$ cat src/hdl/ems_defs.svh
// Register offsets, field positions and reset values of the exception mode stack
`ifndef EMS_DEFS_SVH
`define EMS_DEFS_SVH

// Register byte offsets on the APB window
`define EMS_ADDR_MODE       12'h000
`define EMS_ADDR_SWINT      12'h004
`define EMS_ADDR_INT_STATUS 12'h008
`define EMS_ADDR_INT_MASK   12'h00c

// Mode register layout: {ku_old, ie_old, ku_prev, ie_prev, ku_cur, ie_cur}
`define EMS_IE_CUR      0
`define EMS_KU_CUR      1
`define EMS_IE_PREV     2
`define EMS_KU_PREV     3
`define EMS_STACK_MSB   5
`define EMS_CUR_MSB     1
`define EMS_PREV_LSB    2
`define EMS_PREV_MSB    3
`define EMS_OLD_LSB     4
`define EMS_IMASK_LSB   8
`define EMS_IMASK_MSB   15

// Field values
`define EMS_KERNEL      1'b0
`define EMS_IE_OFF      1'b0
`define EMS_STACK_RST   6'h00
`define EMS_IMASK_RST   8'h00
`define EMS_SWINT_MSB   1
`define EMS_SWINT_RST   2'h0

// Interrupt status event bits
`define EMS_EV_EXC      0
`define EMS_EV_RFE      1
`define EMS_EV_IRQ      2
`define EMS_EV_COND     3
`define EMS_EV_MSB      3
`define EMS_EV_RST      4'h0

`define EMS_ZERO32      32'h0000_0000

`endif

$ cat src/hdl/ems_pkg.sv
// Types shared by the exception mode stack modules
package ems_pkg;
    typedef logic [1:0] ems_pair_type;
    typedef enum logic
    {
        EMS_BR_FALSE = 1'b0,
        EMS_BR_TRUE  = 1'b1
    } ems_br_form_type;
endpackage

$ cat src/hdl/ems_sync.sv
// Two-flop synchroniser for pin inputs
`timescale 1ns/10ps
module ems_sync
    import ems_pkg::*;
#(
    parameter int WIDTH = 8
)
(
    input  wire logic             clock,
    input  wire logic             rst_n,
    input  wire logic [WIDTH-1:0] async_in,
    output logic      [WIDTH-1:0] sync_out
);

    // One chain per bit; first stage is read only by the second
    genvar i;
    generate
        for (i = 0; i < WIDTH; i = i + 1)
        begin : g_bit
            logic meta_ff;
            logic sync_ff;
            always_ff @(posedge clock or negedge rst_n)
            begin
                if (!rst_n)
                begin
                    meta_ff <= 1'b0;
                    sync_ff <= 1'b0;
                end
                else
                begin
                    meta_ff <= async_in[i];
                    sync_ff <= meta_ff;
                end
            end
            assign sync_out[i] = sync_ff;
        end
    endgenerate

endmodule

$ cat src/hdl/ems_branch_eval.sv
// Resolves coprocessor conditional branches against the condition inputs
`timescale 1ns/10ps
module ems_branch_eval
    import ems_pkg::*;
(
    input  wire logic       clock,
    input  wire logic       rst_n,
    input  wire logic [1:0] cond_sync,
    input  wire logic       cop_cond_branch_true,
    input  wire logic       cop_cond_branch_false,
    input  wire logic       cond_select,
    output logic            cond_taken_ff,
    output logic            cond_valid_ff
);

    ems_br_form_type form;
    logic            sel_level;
    logic            nxt_cond_taken;

    // True form wins if a broken decode raises both
    assign form           = cop_cond_branch_true ? EMS_BR_TRUE : EMS_BR_FALSE;
    assign sel_level      = cond_select ? cond_sync[1] : cond_sync[0];
    assign nxt_cond_taken = (form == EMS_BR_TRUE) ? sel_level : !sel_level;

    always_ff @(posedge clock or negedge rst_n)
    begin
        if (!rst_n)
        begin
            cond_taken_ff <= 1'b0;
            cond_valid_ff <= 1'b0;
        end
        else
        begin
            cond_valid_ff <= cop_cond_branch_true | cop_cond_branch_false;
            cond_taken_ff <= (cop_cond_branch_true | cop_cond_branch_false) & nxt_cond_taken;
        end
    end

endmodule

$ cat src/hdl/ems_top.sv
// Exception mode stack: enable/mode stack, interrupt gating, branch conditions, APB
`timescale 1ns/10ps
`include "ems_defs.svh"

module ems_top
    import ems_pkg::*;
(
    input  wire logic        clock,
    input  wire logic        rstn,
    input  wire logic [11:0] paddr,
    input  wire logic        psel,
    input  wire logic        penable,
    input  wire logic        pwrite,
    input  wire logic [31:0] pwdata,
    output logic      [31:0] prdata,
    output logic             pready,
    output logic             pslverr,
    input  wire logic [5:0]  ext_irq_in,
    input  wire logic [1:0]  branch_condition_inputs,
    input  wire logic        exc_take,
    input  wire logic        rfe_exec,
    input  wire logic        jump_reg_exec,
    input  wire logic        cop_cond_branch_true,
    input  wire logic        cop_cond_branch_false,
    input  wire logic        cond_select,
    output logic             irq_request,
    output logic             kernel_mode,
    output logic             global_irq_enable,
    output logic             kernel_user_flag,
    output logic             target_fetch,
    output logic             cond_taken,
    output logic             cond_valid,
    output logic             irq
);

    logic [1:0]              rst_n_ff;
    logic                    rst_n;
    logic [`EMS_STACK_MSB:0] stack_ff;
    logic [`EMS_STACK_MSB:0] nxt_stack;
    logic [7:0]              imask_ff;
    logic [`EMS_SWINT_MSB:0] swint_ff;
    logic [`EMS_EV_MSB:0]    status_ff;
    logic [`EMS_EV_MSB:0]    nxt_status;
    logic [`EMS_EV_MSB:0]    evmask_ff;
    logic [`EMS_EV_MSB:0]    events;
    logic [31:0]             prdata_ff;
    logic                    pready_ff;
    logic                    pslverr_ff;
    logic                    irq_request_ff;
    logic                    kernel_mode_ff;
    logic                    jump_pend_ff;
    logic                    target_fetch_ff;
    logic                    irq_ff;
    logic [1:0]              cond_prev_ff;
    logic [7:0]              pin_sync;
    logic [5:0]              ext_sync;
    logic [1:0]              cond_sync;
    logic [7:0]              pending;
    logic                    nxt_irq_request;
    logic                    setup;
    logic                    wr_en;
    logic                    hit_mode;
    logic                    hit_swint;
    logic                    hit_status;
    logic                    hit_mask;
    logic                    mapped;
    logic [31:0]             rd_data;
    logic                    do_push;
    logic                    do_pop;

    // Reset release through two flops; assertion stays asynchronous
    always_ff @(posedge clock or negedge rstn)
    begin
        if (!rstn)
            rst_n_ff <= 2'b00;
        else
            rst_n_ff <= {rst_n_ff[0], 1'b1};
    end
    assign rst_n = rst_n_ff[1];

    // Pin inputs: interrupt lines low, branch conditions (bits 6 and 7) high
    ems_sync #(
        .WIDTH    (8)
    ) ems_sync_i (
        .clock    (clock),
        .rst_n    (rst_n),
        .async_in ({branch_condition_inputs, ext_irq_in}),
        .sync_out (pin_sync)
    );
    assign ext_sync  = pin_sync[5:0];
    assign cond_sync = pin_sync[7:6];

    // Branch resolution against condition inputs
    ems_branch_eval ems_branch_eval_i (
        .clock                 (clock),
        .rst_n                 (rst_n),
        .cond_sync             (cond_sync),
        .cop_cond_branch_true  (cop_cond_branch_true),
        .cop_cond_branch_false (cop_cond_branch_false),
        .cond_select           (cond_select),
        .cond_taken_ff         (cond_taken),
        .cond_valid_ff         (cond_valid)
    );

    // APB decode; no wait state, pready and prdata registered in the setup cycle keep prdata a flop
    assign setup      = psel & ~penable & ~pready_ff;
    assign wr_en      = psel & penable & pready_ff & pwrite & ~pslverr_ff;
    assign hit_mode   = (paddr == `EMS_ADDR_MODE);
    assign hit_swint  = (paddr == `EMS_ADDR_SWINT);
    assign hit_status = (paddr == `EMS_ADDR_INT_STATUS);
    assign hit_mask   = (paddr == `EMS_ADDR_INT_MASK);
    assign mapped     = hit_mode | hit_swint | hit_status | hit_mask;

    // Read mux; unused bits read zero
    assign rd_data = hit_mode   ? {16'h0000, imask_ff, 2'b00, stack_ff} :
                     hit_swint  ? {30'h0000_0000, swint_ff} :
                     hit_status ? {28'h000_0000, status_ff} :
                     hit_mask   ? {28'h000_0000, evmask_ff} : `EMS_ZERO32;

    always_ff @(posedge clock or negedge rst_n)
    begin
        if (!rst_n)
        begin
            pready_ff  <= 1'b0;
            pslverr_ff <= 1'b0;
            prdata_ff  <= `EMS_ZERO32;
        end
        else
        begin
            pready_ff  <= setup;
            pslverr_ff <= setup & ~mapped;
            prdata_ff  <= (setup & ~pwrite) ? rd_data : `EMS_ZERO32;
        end
    end

    // Stack moves; exception wins over a same-cycle return
    assign do_push = exc_take;
    assign do_pop  = rfe_exec & ~exc_take;
    assign nxt_stack =
        do_push ? {stack_ff[`EMS_PREV_MSB:0], `EMS_KERNEL, `EMS_IE_OFF} :
        do_pop  ? {stack_ff[`EMS_STACK_MSB:`EMS_OLD_LSB],
                   stack_ff[`EMS_STACK_MSB:`EMS_PREV_LSB]} :
        (wr_en & hit_mode) ? pwdata[`EMS_STACK_MSB:0] : stack_ff;

    always_ff @(posedge clock or negedge rst_n)
    begin
        if (!rst_n)
            stack_ff <= `EMS_STACK_RST;
        else
            stack_ff <= nxt_stack;
    end

    // Mask and software interrupt registers
    always_ff @(posedge clock or negedge rst_n)
    begin
        if (!rst_n)
        begin
            imask_ff <= `EMS_IMASK_RST;
            swint_ff <= `EMS_SWINT_RST;
        end
        else
        begin
            if (wr_en & hit_mode)
                imask_ff <= pwdata[`EMS_IMASK_MSB:`EMS_IMASK_LSB];
            if (wr_en & hit_swint)
                swint_ff <= pwdata[`EMS_SWINT_MSB:0];
        end
    end

    // Only these eight sources are gated; other exceptions bypass this
    assign pending         = {swint_ff, ext_sync};
    assign nxt_irq_request = (|(pending & imask_ff)) & stack_ff[`EMS_IE_CUR];

    // Delay slot: target fetch follows the slot, so a slot return lands first
    always_ff @(posedge clock or negedge rst_n)
    begin
        if (!rst_n)
        begin
            jump_pend_ff    <= 1'b0;
            target_fetch_ff <= 1'b0;
        end
        else
        begin
            jump_pend_ff    <= jump_reg_exec;
            target_fetch_ff <= jump_pend_ff;
        end
    end

    // Mode outputs from flops; kernel_mode tracks the next stack value, irq_request the current enable
    always_ff @(posedge clock or negedge rst_n)
    begin
        if (!rst_n)
        begin
            irq_request_ff <= 1'b0;
            kernel_mode_ff <= 1'b1;
            cond_prev_ff   <= 2'b00;
        end
        else
        begin
            irq_request_ff <= nxt_irq_request;
            kernel_mode_ff <= (nxt_stack[`EMS_KU_CUR] == `EMS_KERNEL);
            cond_prev_ff   <= cond_sync;
        end
    end

    // Sticky events; a set in the clearing cycle wins
    assign events[`EMS_EV_EXC]  = exc_take;
    assign events[`EMS_EV_RFE]  = do_pop;
    assign events[`EMS_EV_IRQ]  = nxt_irq_request & ~irq_request_ff;
    assign events[`EMS_EV_COND] = |(cond_sync & ~cond_prev_ff);
    assign nxt_status = (status_ff & ~((wr_en & hit_status) ? pwdata[`EMS_EV_MSB:0]
                                                             : `EMS_EV_RST)) | events;

    always_ff @(posedge clock or negedge rst_n)
    begin
        if (!rst_n)
        begin
            status_ff <= `EMS_EV_RST;
            evmask_ff <= `EMS_EV_RST;
            irq_ff    <= 1'b0;
        end
        else
        begin
            status_ff <= nxt_status;
            if (wr_en & hit_mask)
                evmask_ff <= pwdata[`EMS_EV_MSB:0];
            irq_ff    <= |(status_ff & evmask_ff);
        end
    end

    // Output wiring straight from flops
    assign prdata            = prdata_ff;
    assign pready            = pready_ff;
    assign pslverr           = pslverr_ff;
    assign irq_request       = irq_request_ff;
    assign kernel_mode       = kernel_mode_ff;
    assign global_irq_enable = stack_ff[`EMS_IE_CUR];
    assign kernel_user_flag  = stack_ff[`EMS_KU_CUR];
    assign target_fetch      = target_fetch_ff;
    assign irq               = irq_ff;
endmodule

$ cat config.mk
export PLATFORM = sky130hd
export DESIGN_NAME = ems_top
export DESIGN_NICKNAME = d
export VERILOG_FILES = /design/src/hdl/ems_pkg.sv /design/src/hdl/ems_sync.sv /design/src/hdl/ems_branch_eval.sv /design/src/hdl/ems_top.sv
export VERILOG_INCLUDE_DIRS = /design/src /design/src/hdl
export SDC_FILE = /design/constraint.sdc
export NUM_CORES = 1
export LEC_CHECK = 0
export BUFFER_PORTS_ARGS = -buffer_cell sky130_fd_sc_hd__buf_2
export CAP_MARGIN = 10
export CORE_UTILIZATION = 45
export CTS_BUF_LIST = sky130_fd_sc_hd__clkbuf_8
export DETAILED_ROUTE_END_ITERATION = 8
export PLACE_DENSITY = 0.78
export SETUP_SLACK_MARGIN = 0.15
export SLEW_MARGIN = 40
export SYNTH_ARGS = -nofsm -noshare
export SYNTH_HDL_FRONTEND = slang
export SYNTH_SLANG_ARGS = --single-unit
$ cat constraint.sdc
create_clock -name clock -period 2.05 [get_ports clock]
set_clock_uncertainty 0.05 [all_clocks]
set_input_delay 0.1025 -clock clock [delete_from_list [all_inputs] [get_ports clock]]
set_output_delay 0.1025 -clock clock [all_outputs]
set_load 0.1 [all_outputs]
==> results.cfg, run 1 <==
[layout]
final_common_cell = buf_2
final_layout_size_suffix_gt1_frac = 0.3790
fill_cells = 437
seqCellArea_um2 = 1687
layout_common_cells = buf_2 (68), dfrtp_1 (63), dlygate4sd3_1 (25)
antennaDiodeCount = 0
fin_util = 0.6356
synthToLayoutAreaGrowth_pct = 32.20
multiInputGateArea_um2 = 924.6
nets = 372

[logic_synthesis]
synth_top_family_by_area = simple AND/OR/NAND/NOR gates
synth-xor-area-share = 0
synth-edff-count = 0
synth-compound-area-share = 0.09317
async_flop_share = 1.000
ys_types = 45
synth-seq-cells = 67
postSynthCellCount = 206
avgSynthCellArea_um2 = 13.17
synthSimpleGateAreaFrac = 0.1190
yosysSeqAreaShare = 0.6185
synth_area_um2 = 2713
ys.flop_type = dfrtp_1
synthAdderAreaFrac = 0
ys_warn_count = 0
synthMuxAreaShare = 0.09502

[cts]
max-clock-path-buffers = 2
cts_sinks = 67
cts_buffers = 9
clock_latency_ns = 0.33
tritoncts = yes
cts-root-buf = clkbuf_8
clk_pin_slew_ns = 0.08
htreeDepth = 3

[placed_design]
dp_slack_ns = 0.03280
port-buffer-count = 68
hpwl_um = 4066
gp_congestion = 0.8617

[timing]
finalCriticalPeriod_ns = 2.040
drv_slew = 0
rsz0062_at_grt = true
fmaxAchievable_mhz = 490.3
finalCritPeriodShare = 0.9949
max_slew.worst_pin.slew_ns = 0.5138
hold_ws_ns = 0.03113
hold_viol = 0
layout_setup_ws_ns = 0.01043
relSlewSlack = 0.6543
setup_viol = 0

[route]
dr.pass1.iters = 4
vias_per_cell = 5.241
post_drt_wl_per_cell_um = 15.68
drtAntennaViolNets = 0
dr_total_vias = 2023
finalWirelength_um = 6054
detail_route.iter0.violations = 150
drc = 0

[setup_path]
crit_path_max_fanout = 5
cp.required_ns = 2.22
crit_arrival_ns = 2.21
end_kind = flop
critPathKind = reg -> reg
worstSetupStartpointType = flop
rrSetupSlack_ns = 0.01

[floorplan]
die-area_um2 = 6343
start_util = 0.4808
core_area_um2 = 5642
die_w_um = 79.64
io_pins = 105
die_h_um = 79.64
std_cell_rows = 27

[worst_hold_path]
hold_class = in -> reg

[power]
p_leak_nw = 1.837
power_density_nw_per_um2 = 817.2
total_power_mw = 2.930
worst_ir_drop_vdd_mv = 0.5378

[grt]
grt_pass1_vias = 1966
grt.total_usage = 0.2098
grt_max_degree = 43
antenna_found_initial = 0
gr-total-overflow = 0
grt_pass1_wl_um = 9584

[status]
status = finished clean

[run]
cap_violations = 0
## worst paths after layout
kind                                  startpoint                        to  cells past startpoint
max reg2reg                    pslverr$_DFF_PN0_  evmask_ff[1]$_DFFE_PN0P_                      5
min                                      penable         pslverr$_DFF_PN0_                      3
max                            pslverr$_DFF_PN0_  evmask_ff[1]$_DFFE_PN0P_                      5
min reg2reg                rst_n_ff[1]$_DFF_PN0_    target_fetch$_DFF_PN0_                      1
min in group asynchronous  rst_n_ff[1]$_DFF_PN0_    target_fetch$_DFF_PN0_                      1
max in group asynchronous                   rstn     rst_n_ff[1]$_DFF_PN0_                      4
## synthesized netlist by cell type (3+ instances only)
library cell / count / area [um2]
a21oi_1: 3 / 15.01
a22oi_1: 7 / 52.55
a31oi_1: 4 / 25.02
a41oi_1: 3 / 26.28
and3_1: 12 / 75.07
buf_4: 18 / 135.1
clkbuf_1: 6 / 22.52
dfrtp_1: 66 / 1652
inv_1: 7 / 26.28
mux2_2: 8 / 90.09
mux2_4: 4 / 60.06
mux2i_1: 4 / 40.04
nand2_1: 6 / 22.52
nand3_1: 5 / 25.02
nor2_1: 5 / 18.77
nor2b_1: 3 / 18.77
nor4_1: 3 / 18.77
o21ai_0: 4 / 20.02
## stage by stage
stage | cell area, um2 | TNS (ns) | cells
5_1_grt | 3586 | -0.01800 | 386
4_1_cts | 3578 | 0 | 385
3_5_place_dp | 3097 | 0 | 343
6_report | 3586 | 0 | 386
2_1_floorplan | 2789 | -0.5783 | 223
3_3_place_gp | 3097 | 0 | 343
## flip-flops by register name (all words and copies together) (netlist names), 2 cells and up
signal	count
prdata	14
ems_sync_i.g_bit.meta_ff	8
ems_sync_i.g_bit.sync_ff	8
imask_ff	8
stack_ff	6
evmask_ff	4
status_ff	4
cond_prev_ff	2
rst_n_ff	2
swint_ff	2
## cell type report
class / count / share of cell area
clock buffers: 10 / 0.03838
well taps: 72 / 0.02512
flip-flops and latches: 67 / 0.4703
repair buffers: 101 / 0.1825
multi-input cells: 123 / 0.2579
inverters: 7 / 0.007327
clock inverters: 6 / 0.01849
## cells by family after synthesis
kind of cell	Yosys count
DFF	67
and+or+nand+nor	49
AOI/OAI and AO/OA	35
buffers and inverters	33
muxes	20
other	2
## where the power goes
| group | total [mW] | switching (mW) | leakage (nW) | internal [mW] |
|---|---|---|---|---|
| sequential | 1.39 | 0.0249 | 0.843 | 1.37 |
| combinational | 0.436 | 0.326 | 0.894 | 0.110 |
| clock | 1.10 | 0.507 | 0.100 | 0.597 |
## per-layer routing
metal,GRT usage,wire length (um),vias up
li1,-,-,925
met1,0.2589,2495,1001
met2,0.3239,3031,80
met3,0.05829,376,17
met4,0.1327,150,0
met5,0,0,-
## critical path: stages (launching register included)
cell	delay, ns
dfrtp_4	0.47
or4b_4	0.56
nor4_4	0.22
buf_6	0.18
nand3_4	0.11
mux2_4	0.32
## timing repair
action,CTS,global route
gates resized for setup,4,0
hold buffers,25,0
setup buffers,1,1
setup endpoints to repair,7,7
pin swaps,0,2
endpoints found under the hold margin,23,0
Power figures use the tool's default switching activity.
==> inputs of run 2 (changes only) <==
--- a/config.mk
+++ b/config.mk
@@ -12,6 +12,7 @@
 export CTS_BUF_LIST = sky130_fd_sc_hd__clkbuf_8
 export DETAILED_ROUTE_END_ITERATION = 8
 export PLACE_DENSITY = 0.78
+export RECOVER_POWER = 25
 export SETUP_SLACK_MARGIN = 0.15
 export SLEW_MARGIN = 40
 export SYNTH_ARGS = -nofsm -noshare
==> run 2 against run 1 <==
- clock-buffer cell count unchanged
- critical path depth unchanged
- total power about the same
- die area unchanged
- wire length about the same
- sequential power about the same
- utilization decreased by 0.089 points
- combinational power about the same
- non-clock buffer count unchanged
- critical endpoint unchanged
==> results.cfg, run 2 (synthesis results as in run 1) <==
[grt]
gr-total-overflow = 0
antenna_found_initial = 0
grt_max_degree = 43
grt_pass1_vias = 1966
grt_pass1_wl_um = 9584
grt.total_usage = 0.2098

[power]
p_leak_nw = 1.831
worst_ir_drop_vdd_mv = 0.5390
power_density_nw_per_um2 = 818.3

[setup_path]
end_kind = flop
slowest_delay_ns = 0.56
worstSetupStartpointType = flop
cp.required_ns = 2.22
crit_arrival_ns = 2.21
cp_slowest_cell = or4b_4
r2r_start = pslverr$_DFF_PN0_
crit_path_max_fanout = 5
ff2ff_path_depth = 5
path_delay_family = simple AND/OR/NAND/NOR gates
rrSetupSlack_ns = 0.01
regToRegEndpoint = evmask_ff[1]$_DFFE_PN0P_
critPathKind = reg -> reg
path_cells = or4b_4 > nor4_4 > buf_6 > nand3_4 > mux2_4
crit_buf_inv = 1

[placed_design]
hpwl_um = 4066
postPlaceCellArea_um2 = 3097
gp_congestion = 0.8617
port-buffer-count = 68

[timing]
fmaxAchievable_mhz = 490.5
drv_slew = 0
max_slew.worst_pin.slew_ns = 1.175
hold_viol = 0
setup_viol = 0
rsz0062_at_grt = true
finalCriticalPeriod_ns = 2.039
relSlewSlack = 0.2164
finalCritPeriodShare = 0.9946

[cts]
tritoncts = yes
max-clock-path-buffers = 2
clk_pin_slew_ns = 0.08
clock_latency_ns = 0.33
cts_sinks = 67
cts-root-buf = clkbuf_8
cts_buffers = 9
htreeDepth = 3

[layout]
nets = 372
layout_common_cells = buf_2 (67), dfrtp_1 (63), dlygate4sd3_1 (25)
synthToLayoutAreaGrowth_pct = 32.01
final_cell_area_um2 = 3581
final_common_cell = buf_2
fin_util = 0.6347
fill_cells = 439
largest_register_ffs = 14
antennaDiodeCount = 0
final_layout_size_suffix_gt1_frac = 0.3726

[route]
finalWirelength_um = 6051
drtAntennaViolNets = 0
dr_total_vias = 2024
dr.pass1.iters = 4
detail_route.iter0.violations = 149
post_drt_wl_per_cell_um = 15.68
drc = 0
vias_per_cell = 5.244

[floorplan]
die_h_um = 79.64
start_util = 0.4808
die-area_um2 = 6343
std_cell_rows = 27
io_pins = 105
die_w_um = 79.64
core_area_um2 = 5642

[worst_hold_path]
hold_path_end = pslverr$_DFF_PN0_
worstHoldStart = penable
hold_path_depth = 3
hold_class = in -> reg

[status]
status = finished clean

[run]
cap_violations = 0
-- run 2: changes by cell type in the layout (fill, tap and decap cells not counted) --
cell / previous run / this run
buf_4: 7 / 6
buf_2: 68 / 67
clkbuf_1: 0 / 2
-- run 2: final cells by class --
class / instances / area [um2] / area share
inverter: 7 / 26.28 / 0.007338
multi-input combinational: 123 / 924.6 / 0.2582
clock inverter: 6 / 66.31 / 0.01852
sequential: 67 / 1687 / 0.4710
clock buffer: 10 / 137.6 / 0.03843
timing repair buffer: 101 / 649.4 / 0.1813
tap: 72 / 90.09 / 0.02516
-- run 2: timing repair --
item,4_1_cts,5_1_grt
pin swaps,0,2
gates resized for setup,4,0
setup endpoints to repair,7,7
hold buffers,25,0
endpoints found under the hold margin,23,0
buffers inserted,1,1
-- run 2: stage by stage --
| stage | power (mW) | TNS [ns] | worst slack (ns) | hold slack (ns) | instances |
|---|---|---|---|---|---|
| 6_report | 2.930 | 0 | 0.01112 | 0.03113 | 386 |
| 5_1_grt | 3.037 | -0.01800 | -0.01130 | 0.02057 | 386 |
| 4_1_cts | 2.955 | 0 | 0.04190 | 0.004706 | 385 |
| 3_5_place_dp | 1.809 | 0 | 0.03280 | -0.1572 | 343 |
| 3_3_place_gp | 1.802 | 0 | 0.09284 | -0.1620 | 343 |
| 2_1_floorplan | 1.744 | -0.5783 | -0.09255 | -0.2431 | 223 |
-- run 2: routing by layer --
metal  share of wire  vias up  GRT usage
met5               0        -          0
met4           0.025        0     0.1327
met3           0.062       17    0.05829
met2            0.50       80     0.3239
met1            0.41     1002     0.2589
li1                -      925          -
-- run 2: worst max-delay path by stage --
| stage | depth (start not counted) | slack [ns] | to | start |
|---|---|---|---|---|
| 6_report | 5 | 0.01 | evmask_ff[1]$_DFFE_PN0P_ | pslverr$_DFF_PN0_ |
| 5_1_grt | 5 | -0.01 | evmask_ff[1]$_DFFE_PN0P_ | pslverr$_DFF_PN0_ |
| 4_1_cts | 5 | 0.04 | evmask_ff[1]$_DFFE_PN0P_ | pslverr$_DFF_PN0_ |
| 3_5_place_dp | 5 | 0.03 | evmask_ff[1]$_DFFE_PN0P_ | pslverr$_DFF_PN0_ |
| 3_3_place_gp | 5 | 0.09 | evmask_ff[1]$_DFFE_PN0P_ | pslverr$_DFF_PN0_ |
| 2_1_floorplan | 4 | -0.09 | evmask_ff[0]$_DFFE_PN0P_ | pslverr$_DFF_PN0_ |
-- run 2: worst register-to-register path, cell delays in order, from the launching register on --
cell and delay (ns):
dfrtp_4 0.47, or4b_4 0.56, nor4_4 0.22, buf_6 0.18, nand3_4 0.12, mux2_4 0.32
-- run 2: power by group --
group          total [mW]  internal, mW  switching [mW]
logic               0.435         0.109           0.326
registers            1.39          1.37          0.0249
clock network        1.10         0.597           0.508
total                2.93          2.07           0.859
